**src/hdl/icbe_pkg.sv**
```systemverilog
// package for the inc/dec/complement/branch execute block
// assumes a 12-bit instruction word and an 8-bit data path
package icbe_pkg;

    localparam int unsigned DATA_W = 8;
    localparam int unsigned INSTR_W = 12;
    localparam int unsigned FADDR_W = 5;
    localparam int unsigned PC_W = 11;

    // opcode fields, instruction bits 11:6 or 11:9
    localparam logic [5:0] OPC_COMP = 6'h09;
    localparam logic [5:0] OPC_DEC = 6'h03;
    localparam logic [5:0] OPC_DSZ = 6'h0b;
    localparam logic [5:0] OPC_INC = 6'h0a;
    localparam logic [2:0] OPC_JUMP = 3'h5;

    // field positions
    localparam int unsigned DEST_BIT = 5;
    localparam int unsigned FADDR_LSB = 0;
    localparam int unsigned JUMP_LSB = 0;
    localparam int unsigned JUMP_W = 9;
    localparam int unsigned PAGE_LSB = 5;
    localparam int unsigned PAGE_W = 2;

    // reset values, plus the unit step ONE
    localparam logic [PC_W-1:0] PC_RESET = 11'h000;
    localparam logic [DATA_W-1:0] W_RESET = 8'h00;
    localparam logic ZERO_RESET = 1'b0;
    localparam logic [DATA_W-1:0] ONE = 8'h01;

    typedef enum logic [2:0] {
        OP_NONE = 3'h0,
        OP_COMP = 3'h1,
        OP_DEC = 3'h2,
        OP_DSZ = 3'h3,
        OP_INC = 3'h4,
        OP_JUMP = 3'h5
    } icbe_op_e;

    // gray coded: exec <-> flush differ in one bit
    typedef enum logic {
        ST_EXEC = 1'b0,
        ST_FLUSH = 1'b1
    } icbe_state_e;

    function automatic icbe_op_e icbe_decode(input logic [INSTR_W-1:0] ins);
        icbe_op_e op;
        op = OP_NONE;
        if (ins[11:9] == OPC_JUMP)
            op = OP_JUMP;
        else if (ins[11:6] == OPC_COMP)
            op = OP_COMP;
        else if (ins[11:6] == OPC_DEC)
            op = OP_DEC;
        else if (ins[11:6] == OPC_DSZ)
            op = OP_DSZ;
        else if (ins[11:6] == OPC_INC)
            op = OP_INC;
        return op;
    endfunction : icbe_decode

endpackage : icbe_pkg

```
**src/hdl/icbe_alu_if.sv**
```systemverilog
// carrier between the execute core and its arithmetic unit
// assumes both ends share one clock; purely combinational traffic
`timescale 1ns/1ps
`default_nettype none
interface icbe_alu_if;
    import icbe_pkg::*;
    logic [INSTR_W-1:0] instr;
    logic [DATA_W-1:0] operand;
    logic [DATA_W-1:0] result;
    logic zero;
    modport core (output instr, output operand, input result, input zero);
    modport alu (input instr, input operand, output result, output zero);
endinterface : icbe_alu_if
`default_nettype wire

```
**src/hdl/icbe_alu.sv**
```systemverilog
// arithmetic unit: complement, decrement, increment of one operand
// assumes the core presents the executing instruction and its operand
`timescale 1ns/1ps
`default_nettype none
module icbe_alu
    import icbe_pkg::*;
(
    icbe_alu_if.alu bus // instruction, operand and result
);

    always_comb
    begin
        unique case (icbe_decode(bus.instr))
            OP_COMP: bus.result = ~bus.operand;
            // 8-bit target drops the carry, so both wrap mod 256
            OP_DEC, OP_DSZ:
                bus.result = bus.operand - ONE;
            OP_INC: bus.result = bus.operand + ONE;
            default: bus.result = bus.operand;
        endcase
    end

    assign bus.zero = (bus.result == 8'h00);

endmodule : icbe_alu
`default_nettype wire

```
**src/hdl/icbe_exec.sv**
```systemverilog
// execute stage for complement, decrement, decrement-skip, increment
// and the unconditional jump of a small 12-bit-word core.
// assumes one instruction per i_clk, file register read combinational
// on o_file_addr, and the page bits supplied by the status register.
//
// Behaviour
// - complement writes inverted register, updates zero
// - dest bit 0 to W, 1 to file
// - decrement writes register minus one, updates zero
// - decrement-skip writes minus one, flags untouched
// - decrement-skip zero result flushes next instruction
// - jump loads 9-bit immediate into pc low
// - jump copies page bits into pc 10:9
// - jump takes two cycles, fetched word flushed
// - increment writes register plus one, updates zero
`timescale 1ns/1ps
`default_nettype none
module icbe_exec
    import icbe_pkg::*;
(
    input wire logic i_clk, // core instruction clock
    input wire logic i_rst, // synchronous reset, active high
    input wire logic [INSTR_W-1:0] i_instr, // instruction now executing
    input wire logic [PAGE_W-1:0] i_page, // status bits 6:5
    input wire logic [DATA_W-1:0] i_file_data, // data at o_file_addr
    output logic [FADDR_W-1:0] o_file_addr, // file read address
    output logic o_file_we, // file write strobe
    output logic [FADDR_W-1:0] o_file_waddr, // file write address
    output logic [DATA_W-1:0] o_file_wdata, // file write data
    output logic [DATA_W-1:0] o_w, // working register
    output logic o_zero, // zero flag
    output logic [PC_W-1:0] o_pc, // fetch address
    output logic o_flush // current word discarded
);

    icbe_alu_if alu_bus ();
    icbe_alu u_alu (.bus(alu_bus));

    icbe_state_e state_r;
    logic [PC_W-1:0] pc_r;
    logic [DATA_W-1:0] w_r;
    logic zero_r;
    logic file_we_r;
    logic [FADDR_W-1:0] file_waddr_r;
    logic [DATA_W-1:0] file_wdata_r;

    icbe_op_e op;
    logic live;
    logic dest_file;
    logic reg_op;
    logic [FADDR_W-1:0] faddr;
    logic [DATA_W-1:0] operand;
    logic skip;

    assign op = icbe_decode(i_instr);
    assign live = (state_r == ST_EXEC);
    assign dest_file = i_instr[DEST_BIT];
    assign faddr = i_instr[FADDR_LSB +: FADDR_W];
    assign reg_op = live && (op inside {OP_COMP, OP_DEC, OP_DSZ, OP_INC});

    // the file is written one edge late; forward the pending value so a
    // back-to-back read of the same register never sees stale data
    assign operand = (file_we_r && file_waddr_r == faddr) ?
        file_wdata_r : i_file_data;

    assign alu_bus.instr = i_instr;
    assign alu_bus.operand = operand;

    assign skip = live && op == OP_DSZ && alu_bus.zero;

    // sequencing: flush the prefetched word after a jump or a skip
    always_ff @(posedge i_clk)
    begin
        if (i_rst)
            state_r <= ST_EXEC;
        else
        begin
            unique case (state_r)
                ST_EXEC:
                    if (skip || (live && op == OP_JUMP))
                        state_r <= ST_FLUSH;
                ST_FLUSH:
                    state_r <= ST_EXEC;
            endcase
        end
    end

    // program counter
    always_ff @(posedge i_clk)
    begin
        if (i_rst)
            pc_r <= PC_RESET;
        else if (live && op == OP_JUMP)
            pc_r <= {i_page, i_instr[JUMP_LSB +: JUMP_W]};
        else
            pc_r <= pc_r + 11'h001;
    end

    // working register
    always_ff @(posedge i_clk)
    begin
        if (i_rst)
            w_r <= W_RESET;
        else if (reg_op && !dest_file)
            w_r <= alu_bus.result;
    end

    // file write-back
    always_ff @(posedge i_clk)
    begin
        if (i_rst)
        begin
            file_we_r <= 1'b0;
            file_waddr_r <= 5'h00;
            file_wdata_r <= 8'h00;
        end
        else
        begin
            file_we_r <= reg_op && dest_file;
            file_waddr_r <= faddr;
            file_wdata_r <= alu_bus.result;
        end
    end

    // zero flag; the skip variant leaves status alone
    always_ff @(posedge i_clk)
    begin
        if (i_rst)
            zero_r <= ZERO_RESET;
        else if (reg_op && op != OP_DSZ)
            zero_r <= alu_bus.zero;
    end

    assign o_file_addr = faddr;
    assign o_file_we = file_we_r;
    assign o_file_waddr = file_waddr_r;
    assign o_file_wdata = file_wdata_r;
    assign o_w = w_r;
    assign o_zero = zero_r;
    assign o_pc = pc_r;
    assign o_flush = !live;

    comp_result_a: assert property (
        @(posedge i_clk) disable iff (i_rst)
        live && op == OP_COMP && !dest_file
        |=> o_w == ~$past(operand) && o_zero == (o_w == 8'h00))
        else $error("complement result wrong");

    dest_route_a: assert property (
        @(posedge i_clk) disable iff (i_rst)
        reg_op && dest_file
        |=> o_file_we && o_file_waddr == $past(faddr) && $stable(o_w))
        else $error("file destination not honoured");

    dec_result_a: assert property (
        @(posedge i_clk) disable iff (i_rst)
        live && op == OP_DEC && dest_file
        |=> o_file_wdata == 8'($past(operand) - 8'h01))
        else $error("decrement result wrong");

    dsz_flags_a: assert property (
        @(posedge i_clk) disable iff (i_rst)
        live && op == OP_DSZ |=> $stable(o_zero))
        else $error("skip decrement touched zero flag");

    dsz_skip_a: assert property (
        @(posedge i_clk) disable iff (i_rst)
        live && op == OP_DSZ && operand == 8'h01
        |=> o_flush ##1 !o_flush)
        else $error("skip did not flush exactly one word");

    jump_target_a: assert property (
        @(posedge i_clk) disable iff (i_rst)
        live && op == OP_JUMP
        |=> o_pc[8:0] == $past(i_instr[8:0]))
        else $error("jump low bits wrong");

    jump_page_a: assert property (
        @(posedge i_clk) disable iff (i_rst)
        live && op == OP_JUMP |=> o_pc[10:9] == $past(i_page))
        else $error("jump page bits wrong");

    jump_two_a: assert property (
        @(posedge i_clk) disable iff (i_rst)
        live && op == OP_JUMP
        |=> o_flush && $stable(o_zero) ##1 !o_flush)
        else $error("jump not two cycles");

    inc_result_a: assert property (
        @(posedge i_clk) disable iff (i_rst)
        live && op == OP_INC && !dest_file
        |=> o_w == 8'($past(operand) + 8'h01))
        else $error("increment result wrong");

    single_cycle_a: assert property (
        @(posedge i_clk) disable iff (i_rst)
        live && op inside {OP_COMP, OP_DEC, OP_INC} |=> !o_flush)
        else $error("register op stalled");

    zero_flag_a: assert property (
        @(posedge i_clk) disable iff (i_rst)
        reg_op && op != OP_DSZ |=> o_zero == $past(alu_bus.result == 8'h00))
        else $error("zero flag wrong");

    wrap_a: assert property (
        @(posedge i_clk) disable iff (i_rst)
        live && op == OP_INC && dest_file && operand == 8'hff
        |=> o_file_wdata == 8'h00 && o_zero)
        else $error("increment did not wrap");

    dsz_result_a: assert property (
        @(posedge i_clk) disable iff (i_rst)
        live && op == OP_DSZ && !dest_file
        |=> o_w == 8'($past(operand) - 8'h01) && !o_file_we)
        else $error("skip decrement result wrong");

    dsz_noskip_a: assert property (
        @(posedge i_clk) disable iff (i_rst)
        live && op == OP_DSZ && operand != 8'h01 |=> !o_flush)
        else $error("skip decrement flushed on nonzero result");

    flush_nop_a: assert property (
        @(posedge i_clk) disable iff (i_rst)
        o_flush |=> !o_file_we && $stable(o_w) && $stable(o_zero))
        else $error("discarded word changed state");

    pc_step_a: assert property (
        @(posedge i_clk) disable iff (i_rst)
        !(live && op == OP_JUMP) |=> o_pc == 11'($past(o_pc) + 11'h001))
        else $error("pc did not advance by one");

endmodule : icbe_exec
`default_nettype wire

```
**config.mk**
```make
export PLATFORM = sky130hd
export DESIGN_NAME = icbe_exec
export DESIGN_NICKNAME = d
export VERILOG_FILES = /design/src/hdl/icbe_pkg.sv /design/src/hdl/icbe_alu_if.sv /design/src/hdl/icbe_alu.sv /design/src/hdl/icbe_exec.sv
export SDC_FILE = /design/constraint.sdc
export NUM_CORES = 1
export LEC_CHECK = 0
export ABC_AREA = 0
export BUFFER_PORTS_ARGS = -buffer_cell sky130_fd_sc_hd__buf_2
export CAP_MARGIN = 10
export CORE_ASPECT_RATIO = 2
export CORE_UTILIZATION = 51
export CTS_CLUSTER_SIZE = 12
export DETAILED_ROUTE_END_ITERATION = 10
export PLACE_DENSITY = 0.88
export SKIP_CTS_REPAIR_TIMING = 1
export SYNTH_ARGS = -nofsm -noshare
export SYNTH_HDL_FRONTEND = slang
export SYNTH_SLANG_ARGS = --single-unit
```
**constraint.sdc**
```tcl
create_clock -name i_clk -period 4.45 [get_ports i_clk]
set_input_delay 0.2225 -clock i_clk [delete_from_list [all_inputs] [get_ports i_clk]]
set_output_delay 0.2225 -clock i_clk [all_outputs]
set_load 0.1 [all_outputs]
```
==> run summary, run 1 <==
OUTCOME
--------------------------------------------------------------------------------
Result of the run .................................................    completed

GLOBAL ROUTE
--------------------------------------------------------------------------------
Via count of the first global-routing pass ........................         1993
Global-route usage over all layers ................................       0.2809
Pin count of the biggest net entering global routing ..............           38
Number of antenna violations at the first check in global routing .            0
Total congestion overflow after global routing ....................            0
Global-route wire length before repair ............................      8811 um

CLOCK TREE
--------------------------------------------------------------------------------
Clock buffer count from CTS .......................................            5
TritonCTS clock tree ..............................................        built
CTS H-tree depth ..................................................            2
Maximum buffer depth of the clock tree ............................            2
Master cell of the clock root buffer ..............................     clkbuf_8
Clock latency on the worst-skew pair ..............................      0.29 ns
Number of sinks handled by clock tree synthesis ...................           35
Clock-pin slew on the worst setup and hold paths ..................      0.07 ns

STA
--------------------------------------------------------------------------------
Worst slew margin relative to its limit ...........................       0.3820
Hold Fails Final Rpt ..............................................            0
Post-route clock period utilization ...............................       0.9142
Unrepaired setup endpoints after global routing ...................        false
Highest Clock Rate ................................................    245.8 MHz
Slew of the pin with the lowest slew margin .......................    0.9220 ns
Final worst path period need ......................................     4.068 ns
Final total negative setup slack ..................................         0 ns
Pins over their slew limit ........................................            0
Endpoints failing setup ...........................................            0
Setup Skew ........................................................  0.008272 ns
Post-layout worst setup margin ....................................    0.3819 ns

DRT
--------------------------------------------------------------------------------
DR iter-0 viols ...................................................          104
Wirelength per Cell ...............................................     15.81 um
Overall routed net length .........................................      5408 um
Via density per instance ..........................................        5.766
DRC Markers .......................................................            0
Number of nets with antenna violations after routing ..............            0
DR pass1 iterations ...............................................            4
Via count .........................................................         1972

JOB
--------------------------------------------------------------------------------
Max-cap viol count ................................................            0

SETUP PATH
--------------------------------------------------------------------------------
Critical path fanouts, max ........................................           10
Beginning of the worst register-to-register path .................. o_file_waddr[4]
Master of the slowest instance on the critical path ...............      mux2i_1
CP top delay family ............................................... simple AND/OR/NAND/NOR gates
Endpoint kind of the worst setup timing path ......................     register
Buf/Inv on CP .....................................................            0
Register-to-register setup slack ..................................      0.38 ns
Worst endpoint required time ......................................      4.65 ns
Sequence of cells on the critical path ............................ xor2_1, nor4_4, and2_1, mux2i_1, fa_1, nor2b_1, o31ai_1, a21oi_1, xor2_1, o22ai_1, o21ai_0, nand4b_1, o41ai_2
Critical path launch point type ...................................     register
Kind of critical path .............................................      reg2reg
Most frequent cell on the critical path ...........................       xor2_1
Terminus of the critical flop-to-flop path ........................       o_zero
Launch point of the worst path .................................... o_file_waddr[4]
Critical Path AT ..................................................      4.27 ns
Highest cell delay on the worst timing path .......................      0.55 ns
Cell depth of the worst flop-to-flop path .........................           13

SYNTHESIS
--------------------------------------------------------------------------------
Synth Cell Area ...................................................     2054 um2
Count of state elements after synthesis ...........................           35
Gate count of the mapped netlist ..................................          235
Top FF cell, synth ................................................      dfxtp_1
EDFF count, synth .................................................            0
Netlist cell types ................................................           41
Avg Inst Size Synth ...............................................    8.742 um2
Asr flop ratio synth ..............................................            0
Warnings, synthesis ...............................................            0
Share of synthesized area occupied by flip-flops and latches ......       0.3410
Number of nets in the synthesized netlist .........................          267

PWR
--------------------------------------------------------------------------------
Share of total power in sequential cells ..........................        0.400
Power Density ..................................................... 349.8 nW/um2
Switching Power ...................................................     329.6 uW
Clock share of power ..............................................        0.299
Leakage power total ...............................................  0.001100 uW
Part of the power in combinational logic ..........................        0.301
Fraction of power spent switching nets ............................       0.3848
Max IR drop VDD ...................................................    0.2460 mV
Internal Dissipation ..............................................     527.0 uW

FLOORPLAN
--------------------------------------------------------------------------------
Die span in y .....................................................     91.76 um
Starting density of the core ......................................       0.5345
Number of core rows ...............................................           32
Placeable Area ....................................................     3844 um2
Die extent in x ...................................................     46.88 um
IO Pins ...........................................................           64
Overall die area ..................................................     4302 um2

FINAL LAYOUT
--------------------------------------------------------------------------------
Antenna Cells .....................................................            0
Layout net count ..................................................          322
Fill cells ........................................................          343
Post-Layout Cell Count ............................................          342
Area added between synthesis and finish ...........................       19.18%
Layout cell share with drive strength beyond 1 ....................       0.2749
Summed area of non-filler cells in the final layout ...............     2449 um2

HOLD PATH
--------------------------------------------------------------------------------
Capture endpoint of the worst hold path ........................... o_file_waddr[2]
Count of cells along the worst hold path ..........................            2
Hold Path Origin ..................................................   i_instr[2]
Worst hold-check path type ........................................       in2reg

PLACED DESIGN
--------------------------------------------------------------------------------
Post-Place Setup Slack ............................................    0.4613 ns
# port buffers ....................................................           63
Final Wtd Congestion ..............................................       0.9419
Total placed instance area ........................................     2349 um2
Post-DP HPWL ......................................................      4199 um
Total instance count after detailed placement .....................          334

==> cells in the mapped netlist (2+ instances only) <==
cell type | n | share of area
buf_2 | 2 | 0.0049
nand2_1 | 13 | 0.024
mux2_4 | 3 | 0.022
o211a_1 | 2 | 0.0097
inv_1 | 5 | 0.0091
and2_1 | 3 | 0.0091
clkbuf_1 | 7 | 0.013
o22ai_1 | 4 | 0.012
nand3_1 | 6 | 0.015
a21o_1 | 2 | 0.0073
nor2_1 | 39 | 0.071
o211ai_1 | 2 | 0.0073
a21oi_1 | 10 | 0.024
nand3b_1 | 2 | 0.0073
o21ai_0 | 7 | 0.017
mux2i_1 | 11 | 0.054
nor2b_1 | 7 | 0.021
dfxtp_1 | 35 | 0.34
nand4b_1 | 3 | 0.013
xnor2_1 | 9 | 0.038
ha_1 | 7 | 0.043
o31ai_1 | 2 | 0.0073
and3_1 | 2 | 0.0061
o21a_1 | 3 | 0.011
a211oi_1 | 20 | 0.073
xor2_1 | 10 | 0.043
buf_4 | 5 | 0.018
==> area by class of cell <==
| cell class | count | area [um2] | share of cell area |
|---|---|---|---|
| multi-input cells | 179 | 1246 | 0.5089 |
| flip-flops and latches | 35 | 700.7 | 0.2862 |
| repair buffers | 63 | 315.3 | 0.1288 |
| clock buffers | 8 | 100.1 | 0.04088 |
| well taps | 51 | 63.81 | 0.02606 |
| inverters | 6 | 22.52 | 0.009198 |
==> power groups by stage <==
stage	combinational [uW]	sequential (uW)	clock, uW
floorplan	95.5	462	0
global placement	253	349	0
detailed placement	257	349	0
CTS	258	342	259
global route	272	344	271
finish	258	342	256
==> metrics by stage <==
step                      utilization  hold WS [ns]  power [uW]
after floorplan                     -        0.3507       558.0
after global placement         0.6110        0.4786       602.0
after detailed placement       0.6110        0.4953       605.9
after CTS                      0.6370        0.2024       858.7
after global routing           0.6370        0.2194       887.4
final                          0.6370        0.2029       856.6
==> layer usage <==
metal | up-vias | global-route usage | share of wire
met1 | 948 | 0.3002 | 0.35
met5 | - | 0 | 0
met2 | 67 | 0.4838 | 0.57
met4 | 0 | 0.1643 | 0.044
li1 | 943 | - | -
met3 | 14 | 0.03740 | 0.039
==> worst max-delay path by stage <==
stage | depth (start not counted) | slack, ns | end
after floorplan | 13 | 0.29 | o_zero
after global placement | 14 | 0.58 | o_zero
after detailed placement | 14 | 0.46 | o_zero
after CTS | 13 | 0.45 | o_zero
after global routing | 14 | 0.07 | o_zero
final | 13 | 0.38 | o_zero
==> worst reg2reg max path: stages, from the launching register on <==
cell      delay, ns
dfxtp_1        0.32
xor2_1         0.18
nor4_4         0.41
and2_1         0.54
mux2i_1        0.55
fa_1           0.32
nor2b_1        0.08
o31ai_1        0.38
a21oi_1        0.15
xor2_1         0.20
o22ai_1        0.14
o21ai_0        0.11
nand4b_1       0.24
o41ai_2        0.34
==> kinds of logic after synthesis <==
| kind of cell | count (synthesis) | synth area share |
|---|---|---|
| multiplexers | 14 | 0.07552 |
| AO/OA/AOI/OAI | 56 | 0.1955 |
| buffers and inverters | 21 | 0.05238 |
| adder cells (fa/ha/maj) | 8 | 0.05237 |
| AND/OR/NAND/NOR | 82 | 0.2022 |
| XOR/XNOR | 19 | 0.08100 |
| flip-flops | 35 | 0.3410 |
==> state kept, by name, summed over array words and instances (netlist names) <==
name and flops:
o_file_waddr 5, o_file_wdata 8, o_file_we 1, o_flush 1
o_pc 11, o_w 8, o_zero 1
==> cell usage in the layout, fill, tap and decap left out, types with 3 or more instances in the layout <==
| cell | Yosys | layout |
|---|---|---|
| o22ai_1 | 4 | 4 |
| nor2_1 | 39 | 39 |
| xnor2_1 | 9 | 9 |
| ha_1 | 7 | 7 |
| o21a_1 | 3 | 3 |
| buf_2 | 2 | 63 |
| clkbuf_8 | 0 | 7 |
| xor2_1 | 10 | 10 |
| mux2i_1 | 11 | 11 |
| nand2_1 | 13 | 13 |
| and2_1 | 3 | 3 |
| inv_1 | 5 | 5 |
| nor2b_1 | 7 | 7 |
| mux2_4 | 3 | 3 |
| o21ai_0 | 7 | 7 |
| a21oi_1 | 10 | 10 |
| a211oi_1 | 20 | 20 |
| nand3_1 | 6 | 6 |
| dfxtp_1 | 35 | 35 |
| nand4b_1 | 3 | 3 |
(Power assumes the default switching activity.)
==> run 2: changes to the inputs <==
==> constraint.sdc (replaced) <==
create_clock -name i_clk -period 4.45 [get_ports i_clk]
set_input_delay 0.445 -clock i_clk [delete_from_list [all_inputs] [get_ports i_clk]]
set_output_delay 0.445 -clock i_clk [all_outputs]
set_load 0.1 [all_outputs]
==> run 2 against run 1 <==
  * Worst hold slack better by 0.23 ns
  * Sequential power hardly changed
  * Largest power group unchanged
  * First-iteration DRC count fell by 58%
  * Clock power is 12% lower
  * Count of clock-buffer cells in the layout decreased by 1
  * Critical path type unchanged
  * Clock skew is 0.0032 ns higher
  * Die area unchanged
  * Wire length decreased by 4.4%
==> run summary, run 2 (synthesized netlist as in run 1, its figures left out) <==
JOB
----------------------------------------------------------------------------------
Max-cap viol count ..................................................            0   unchanged

DRT
----------------------------------------------------------------------------------
DR iter-0 viols .....................................................           44   -58%
Top metal layer carrying routed signals .............................         met4
Overall routed net length ...........................................      5172 um   -4.4%
Via count ...........................................................         1943   -1.5%
Length of routed wiring on met1 .....................................      1911 um   +1.4%
DR pass1 iterations .................................................            4   unchanged
Total met3 wirelength after detailed routing ........................       176 um   -16%
DRC Markers .........................................................            0   unchanged
Number of nets with antenna violations after routing ................            0   unchanged
Wirelength per Cell .................................................     15.03 um   -4.9%
Met2 routed wirelength ..............................................      2890 um   -6.0%
Via density per instance ............................................        5.648   -2.0%

GLOBAL ROUTE
----------------------------------------------------------------------------------
Total congestion overflow after global routing ......................            0   unchanged
Via count of the first global-routing pass ..........................         1927   -3.3%
Global-route wire length before repair ..............................      8349 um   -5.2%
Global-route usage over all layers ..................................       0.2643   -0.01662
Number of antenna violations at the first check in global routing ...            0   unchanged
Pin count of the biggest net entering global routing ................           38   unchanged

PWR
----------------------------------------------------------------------------------
Max IR drop VDD .....................................................    0.2824 mV   +15%
Leakage power total .................................................  0.001101 uW   about the same
Power Density ....................................................... 337.5 nW/um2   -3.5%
Post-layout power ...................................................     825.2 uW   -3.7%

SETUP PATH
----------------------------------------------------------------------------------
Master of the slowest instance on the critical path .................       nor4_4
CP top delay family ................................................. compound AO/OA/AOI/OAI gates
Kind of critical path ...............................................      reg2reg
Critical path launch point type .....................................     register
Launch point of the worst path ...................................... o_file_waddr[4]
Register-to-register setup slack ....................................      0.75 ns   +0.37 ns
Beginning of the worst register-to-register path .................... o_file_waddr[4]
Critical Path AT ....................................................      3.89 ns   -0.38 ns
Worst endpoint required time ........................................      4.64 ns   about the same
Buf/Inv on CP .......................................................            2   +2
Cell depth of the worst flop-to-flop path ...........................           15   +2
Terminus of the critical flop-to-flop path ..........................       o_zero
Sequence of cells on the critical path .............................. xor2_1, nor4_4, and2_1, buf_4, mux2i_1, inv_1, ha_1, a21oi_1, o21ai_0, mux2i_1, o21ai_0, a211oi_1, xnor2_1, nand4b_1, o41ai_2
Highest cell delay on the worst timing path .........................      0.37 ns   -0.18 ns
Endpoint kind of the worst setup timing path ........................     register
Critical path fanouts, max ..........................................            7   -3

FLOORPLAN
----------------------------------------------------------------------------------
Die span in y .......................................................     91.76 um   unchanged
Starting density of the core ........................................       0.5345   unchanged
Overall die area ....................................................     4302 um2   unchanged
Number of core rows .................................................           32   unchanged
Die extent in x .....................................................     46.88 um   unchanged
Placeable Area ......................................................     3844 um2   unchanged
IO Pins .............................................................           64   unchanged

STA
----------------------------------------------------------------------------------
Slew of the pin with the lowest slew margin .........................    0.8832 ns   -0.03880 ns
Highest Clock Rate ..................................................    270.3 MHz   +10%
Final worst path period need ........................................     3.699 ns   -0.3688 ns
Worst slew margin relative to its limit .............................       0.4080   +0.02601
Setup Skew ..........................................................   0.01144 ns   +0.003172 ns
Endpoints failing setup .............................................            0   unchanged
Pins over their slew limit ..........................................            0   unchanged
Final total negative setup slack ....................................         0 ns   unchanged
Hold Fails Final Rpt ................................................            0   unchanged
Unrepaired setup endpoints after global routing .....................        false
Post-route clock period utilization .................................       0.8313   -0.08288

CLOCK TREE
----------------------------------------------------------------------------------
Clock latency on the worst-skew pair ................................      0.29 ns   about the same
Master cell of the clock root buffer ................................     clkbuf_8
TritonCTS clock tree ................................................        built
CTS H-tree depth ....................................................            2   unchanged
Number of sinks handled by clock tree synthesis .....................           35   unchanged
Maximum buffer depth of the clock tree ..............................            2   unchanged
Clock-pin slew on the worst setup and hold paths ....................      0.07 ns   about the same
Clock buffer count from CTS .........................................            5   unchanged

PLACED DESIGN
----------------------------------------------------------------------------------
# port buffers ......................................................           63   unchanged
Final Wtd Congestion ................................................       0.9187   -2.5%
Post-DP HPWL ........................................................      3981 um   -5.2%

HOLD PATH
----------------------------------------------------------------------------------
Count of cells along the worst hold path ............................            2   unchanged
Capture endpoint of the worst hold path ............................. o_file_waddr[2]
Hold Path Origin ....................................................   i_instr[2]
Worst hold-check path type ..........................................       in2reg

FINAL LAYOUT
----------------------------------------------------------------------------------
Layout cell share with drive strength beyond 1 ......................       0.2765   +0.001536
Flip-flop count of the largest register, all copies and words added .           11   unchanged
Antenna Cells .......................................................            0   unchanged
Area added between synthesis and finish .............................       19.00%
Highest-count cells in the layout ignoring fill and taps ............ buf_2, nor2_1, dfxtp_1
Layout net count ....................................................          324   +0.62%
Most common library cell in the layout ignoring fill and taps .......        buf_2

OUTCOME
----------------------------------------------------------------------------------
Result of the run ...................................................    completed

## run 2: cell type report
cell class / instances / area (um2)
Fill cell: 350 / 1399
Multi-Input combinational cell: 179 / 1246
Sequential cell: 35 / 700.7
Timing Repair Buffer: 65 / 330.3
Clock buffer: 7 / 76.32
Tap cell: 51 / 63.81
Inverter: 6 / 22.52
Clock inverter: 1 / 5.005
## run 2: metrics by stage
step	area (um2)	utilization	std cells	setup slack, ns	hold WS, ns
3_3_place_gp	2364	0.6149	336	0.6510	0.4785
6_report	2445	0.6361	344	0.7507	0.4318
4_1_cts	2445	0.6361	344	0.7693	0.4322
2_1_floorplan	2054	-	235	0.2914	0.5732
3_5_place_dp	2364	0.6149	336	0.5731	0.4770
5_1_grt	2445	0.6361	344	0.3828	0.4419
## run 2: worst max-delay path by stage
stage                     endpoint  depth (start not counted)
final                       o_zero                         15
after floorplan             o_zero                         13
after detailed placement    o_zero                         13
after global routing        o_zero                         14
after global placement      o_zero                         13
after CTS                   o_zero                         12
## run 2: worst register-to-register path, stage by stage, from the launching register on
cell and delay, ns:
dfxtp_1 0.33, xor2_1 0.18, nor4_4 0.37, and2_1 0.30, buf_4 0.22, mux2i_1 0.32
inv_1 0.09, ha_1 0.34, a21oi_1 0.17, o21ai_0 0.13, mux2i_1 0.15, o21ai_0 0.08
a211oi_1 0.25, xnor2_1 0.20, nand4b_1 0.18, o41ai_2 0.32
## run 2: power breakdown
part,total [uW],leakage [uW],internal [uW],switching [uW]
Combinational,258,0.000771,56.9,201
Sequential,342,0.000288,329,12.6
Clock,225,0.0000422,110,115
## run 2: routing by layer
layer | GRT usage | vias to the layer above
met3 | 0.04134 | 17
met2 | 0.4468 | 59
met5 | 0 | -
met4 | 0.1595 | 0
li1 | - | 944
met1 | 0.2850 | 923
==> run 3: changes to the inputs <==
Settings changed: ABC_AREA 0 to 1, CORE_UTILIZATION 51 to 52.
Clock period 4.45 ns to 3.55 ns, I/O delays scaled along.
==> run 3 against run 2 <==
  * Core utilization increased by 1.2 points
  * Synthesized cell count increased by 46%
  * Critical path depth is 7 higher
  * Synthesized area grew 9.4%
  * Wire length increased by 7.9%
==> run summary, run 3 <==
FLOORPLAN
----------------------------------------------------------------------------------
IO Pins .............................................................           64   unchanged
Placeable Area ......................................................     4129 um2   +7.4%
Number of core rows .................................................           33   +3.1%
Starting density of the core ........................................       0.5445   +0.01004
Overall die area ....................................................     4607 um2   +7.1%
Die extent in x .....................................................     48.50 um   +3.4%
Die span in y .......................................................     94.99 um   +3.5%

STA
----------------------------------------------------------------------------------
Endpoints failing setup .............................................            0   unchanged
Setup Skew ..........................................................  0.007395 ns   -0.004049 ns
Worst slew margin relative to its limit .............................       0.5794   +0.1715
Pins over their slew limit ..........................................            0   unchanged
Hold Fails Final Rpt ................................................            0   unchanged
Highest Clock Rate ..................................................    338.8 MHz   +25%
Final total negative setup slack ....................................         0 ns   unchanged
Final worst path period need ........................................     2.951 ns   -0.7480 ns
Unrepaired setup endpoints after global routing .....................        false
Slew of the pin with the lowest slew margin .........................    0.6302 ns   -0.2531 ns
Post-route clock period utilization .................................       0.8313   about the same

DRT
----------------------------------------------------------------------------------
Number of nets with antenna violations after routing ................            0   unchanged
Met2 routed wirelength ..............................................      3145 um   +8.8%
Via density per instance ............................................        5.123   -9.3%
DRC Markers .........................................................            0   unchanged
Total met3 wirelength after detailed routing ........................       201 um   +14%
Length of routed wiring on met1 .....................................      1941 um   +1.6%
Via count ...........................................................         2331   +20%
DR iter-0 viols .....................................................           65   +48%
DR pass1 iterations .................................................            4   unchanged
Top metal layer carrying routed signals .............................         met4
Wirelength per Cell .................................................     12.27 um   -18%
Overall routed net length ...........................................      5583 um   +7.9%

SYNTHESIS
----------------------------------------------------------------------------------
Count leader, synth .................................................      nand2_1
Warnings, synthesis .................................................            0   unchanged
Dominant combinational cell family by area after synthesis .......... simple AND/OR/NAND/NOR gates
Post-synthesis xor/xnor area fraction ...............................      0.02337   -0.05763
Most frequent cells after synthesis ................................. nand2_1, inv_1, dfxtp_1, nor2_1
Multiplexer area fraction after synthesis ...........................            0   -0.07552
Largest area contributor in the netlist .............................      dfxtp_1
Top FF cell, synth ..................................................      dfxtp_1
Share of synthesized area occupied by flip-flops and latches ........       0.3116   -0.02942
Asr flop ratio synth ................................................            0   unchanged
Avg Inst Size Synth .................................................    6.574 um2   -25%
Gate count of the mapped netlist ....................................          342   +46%
Simple-Gate Fraction of Synth Area ..................................       0.3450   +0.1428
Share of the synthesized area in the top cell type ..................       0.3116   -0.02942
Compound-gate portion of the synthesized area .......................       0.1241   -0.07140
Netlist cell types ..................................................           33   -20%
Number of nets in the synthesized netlist ...........................          374   +40%
EDFF count, synth ...................................................            0   unchanged
Synth Cell Area .....................................................     2248 um2   +9.4%
Count of state elements after synthesis .............................           35   unchanged
Fraction of the mapped netlist area in adder cells ..................      0.04786   -0.004518
Ranking of synthesized cells by area ................................ dfxtp_1, nand2_1, inv_1

CLOCK TREE
----------------------------------------------------------------------------------
CTS H-tree depth ....................................................            2   unchanged
Master cell of the clock root buffer ................................     clkbuf_8
Clock-pin slew on the worst setup and hold paths ....................      0.07 ns   about the same
Clock buffer count from CTS .........................................            5   unchanged
Maximum buffer depth of the clock tree ..............................            2   unchanged
Number of sinks handled by clock tree synthesis .....................           35   unchanged
TritonCTS clock tree ................................................        built
Clock latency on the worst-skew pair ................................      0.29 ns   about the same

GLOBAL ROUTE
----------------------------------------------------------------------------------
Pin count of the biggest net entering global routing ................           24   -37%
Number of antenna violations at the first check in global routing ...            0   unchanged
Total congestion overflow after global routing ......................            0   unchanged
Global-route wire length before repair ..............................      9363 um   +12%
Via count of the first global-routing pass ..........................         2278   +18%
Global-route usage over all layers ..................................       0.2632   -0.001106

PLACED DESIGN
----------------------------------------------------------------------------------
Post-DP HPWL ........................................................      4463 um   +12%
Total instance count after detailed placement .......................          447   +33%
# port buffers ......................................................           63   unchanged
Final Wtd Congestion ................................................       0.9197   +0.11%

HOLD PATH
----------------------------------------------------------------------------------
Hold Path Origin ....................................................   i_instr[0]
Worst hold-check path type ..........................................       in2reg

JOB
----------------------------------------------------------------------------------
Max-cap viol count ..................................................            0   unchanged

OUTCOME
----------------------------------------------------------------------------------
Result of the run ...................................................    completed

SETUP PATH
----------------------------------------------------------------------------------
Buf/Inv on CP .......................................................            2   unchanged
CP top delay family ................................................. simple AND/OR/NAND/NOR gates
Critical Path AT ....................................................      3.17 ns   -0.72 ns
Sequence of cells on the critical path .............................. inv_1, nand2_1, nand2_1, nor2_2, nand3_4, nand2_1, nand2_2, ha_1, nand2_1, inv_1, nor2_1, o31ai_1, or2_2, nand3_1, nand2_1, nor2_1, nand2_1, nor2_1, nand2_1, nor2_2, nand2_1, a21oi_2
Most frequent cell on the critical path .............................      nand2_1
Launch point of the worst path ...................................... o_file_waddr[1]
Endpoint kind of the worst setup timing path ........................     register
Critical path launch point type .....................................     register
Critical path fanouts, max ..........................................           10   +3
Master of the slowest instance on the critical path .................      dfxtp_1
Beginning of the worst register-to-register path .................... o_file_waddr[1]
Worst endpoint required time ........................................      3.77 ns   -0.87 ns
Kind of critical path ...............................................      reg2reg
Highest cell delay on the worst timing path .........................      0.37 ns   about the same

FINAL LAYOUT
----------------------------------------------------------------------------------
Layout cell share with drive strength beyond 1 ......................       0.2531   -0.02335
Post-Layout Cell Count ..............................................          455   +32%
Antenna Cells .......................................................            0   unchanged
Area added between synthesis and finish .............................       18.98%   about the same
Highest-count cells in the layout ignoring fill and taps ............ nand2_1, inv_1, buf_2
Register area .......................................................    700.7 um2   unchanged
Layout net count ....................................................          434   +34%
Area used by multi-input combinational logic ........................     1215 um2   -2.5%
Fill cells ..........................................................          390   +11%
Most common library cell in the layout ignoring fill and taps .......      nand2_1
Flip-flop count of the largest register, all copies and words added .           11   unchanged
Final Core Density ..................................................       0.6479   +0.01181

PWR
----------------------------------------------------------------------------------
Power Density ....................................................... 406.3 nW/um2   +20%
Leakage power total .................................................  0.001493 uW   +36%
Max IR drop VDD .....................................................    0.2807 mV   -0.58%

run 3: cell families (layout without fill, tap and decap cells):
group | count (synthesis) | count (layout)
flops | 35 | 35
buf+inv | 82 | 143
simple gates | 164 | 164
fa+ha+maj | 8 | 8
compound gates | 47 | 47
xor+xnor | 6 | 6
run 3: power by group:
group          internal, uW  switching [uW]
Sequential              414            14.1
Combinational          67.4             271
Clock                   176             144
Total                   657             430
run 3: layout make-up:
cell class | count | area share
multi-input combinational | 225 | 0.4542
timing repair buffer | 63 | 0.1179
clock inverter | 1 | 0.002806
tap | 52 | 0.02432
sequential | 35 | 0.2619
clock buffer | 7 | 0.03601
inverter | 72 | 0.1029
run 3: tightest hold or removal path, cell delays in order:
cell and delay [ns]:
buf_2 0.12, inv_1 0.05, nor2_1 0.03
run 3: through the flow:
stage | area, um2 | hold slack (ns) | total power (uW) | setup slack (ns)
5_1_grt | 2675 | 0.3263 | 1132 | 0.3185
3_3_place_gp | 2571 | 0.4608 | 770.5 | 0.5418
3_5_place_dp | 2571 | 0.4727 | 773.6 | 0.4931
2_1_floorplan | 2248 | 0.4387 | 713.2 | 0.2094
4_1_cts | 2675 | 0.3111 | 1090 | 0.6013
6_report | 2675 | 0.3142 | 1087 | 0.5988
run 3: final timing paths:
kind | slack [ns] | depth (start not counted) | endpoint
max | 0.60 | 22 | o_flush
max reg2reg | 0.60 | 22 | o_flush
min | 0.31 | 3 | o_file_waddr[0]
min reg2reg | 0.49 | 1 | o_pc[0]
run 3: layer usage:
metal  up-vias  global-route usage
met5         -                   0
met4         0              0.1912
met3        24             0.04187
met2        68              0.5106
met1      1061              0.2417
li1       1178                   -
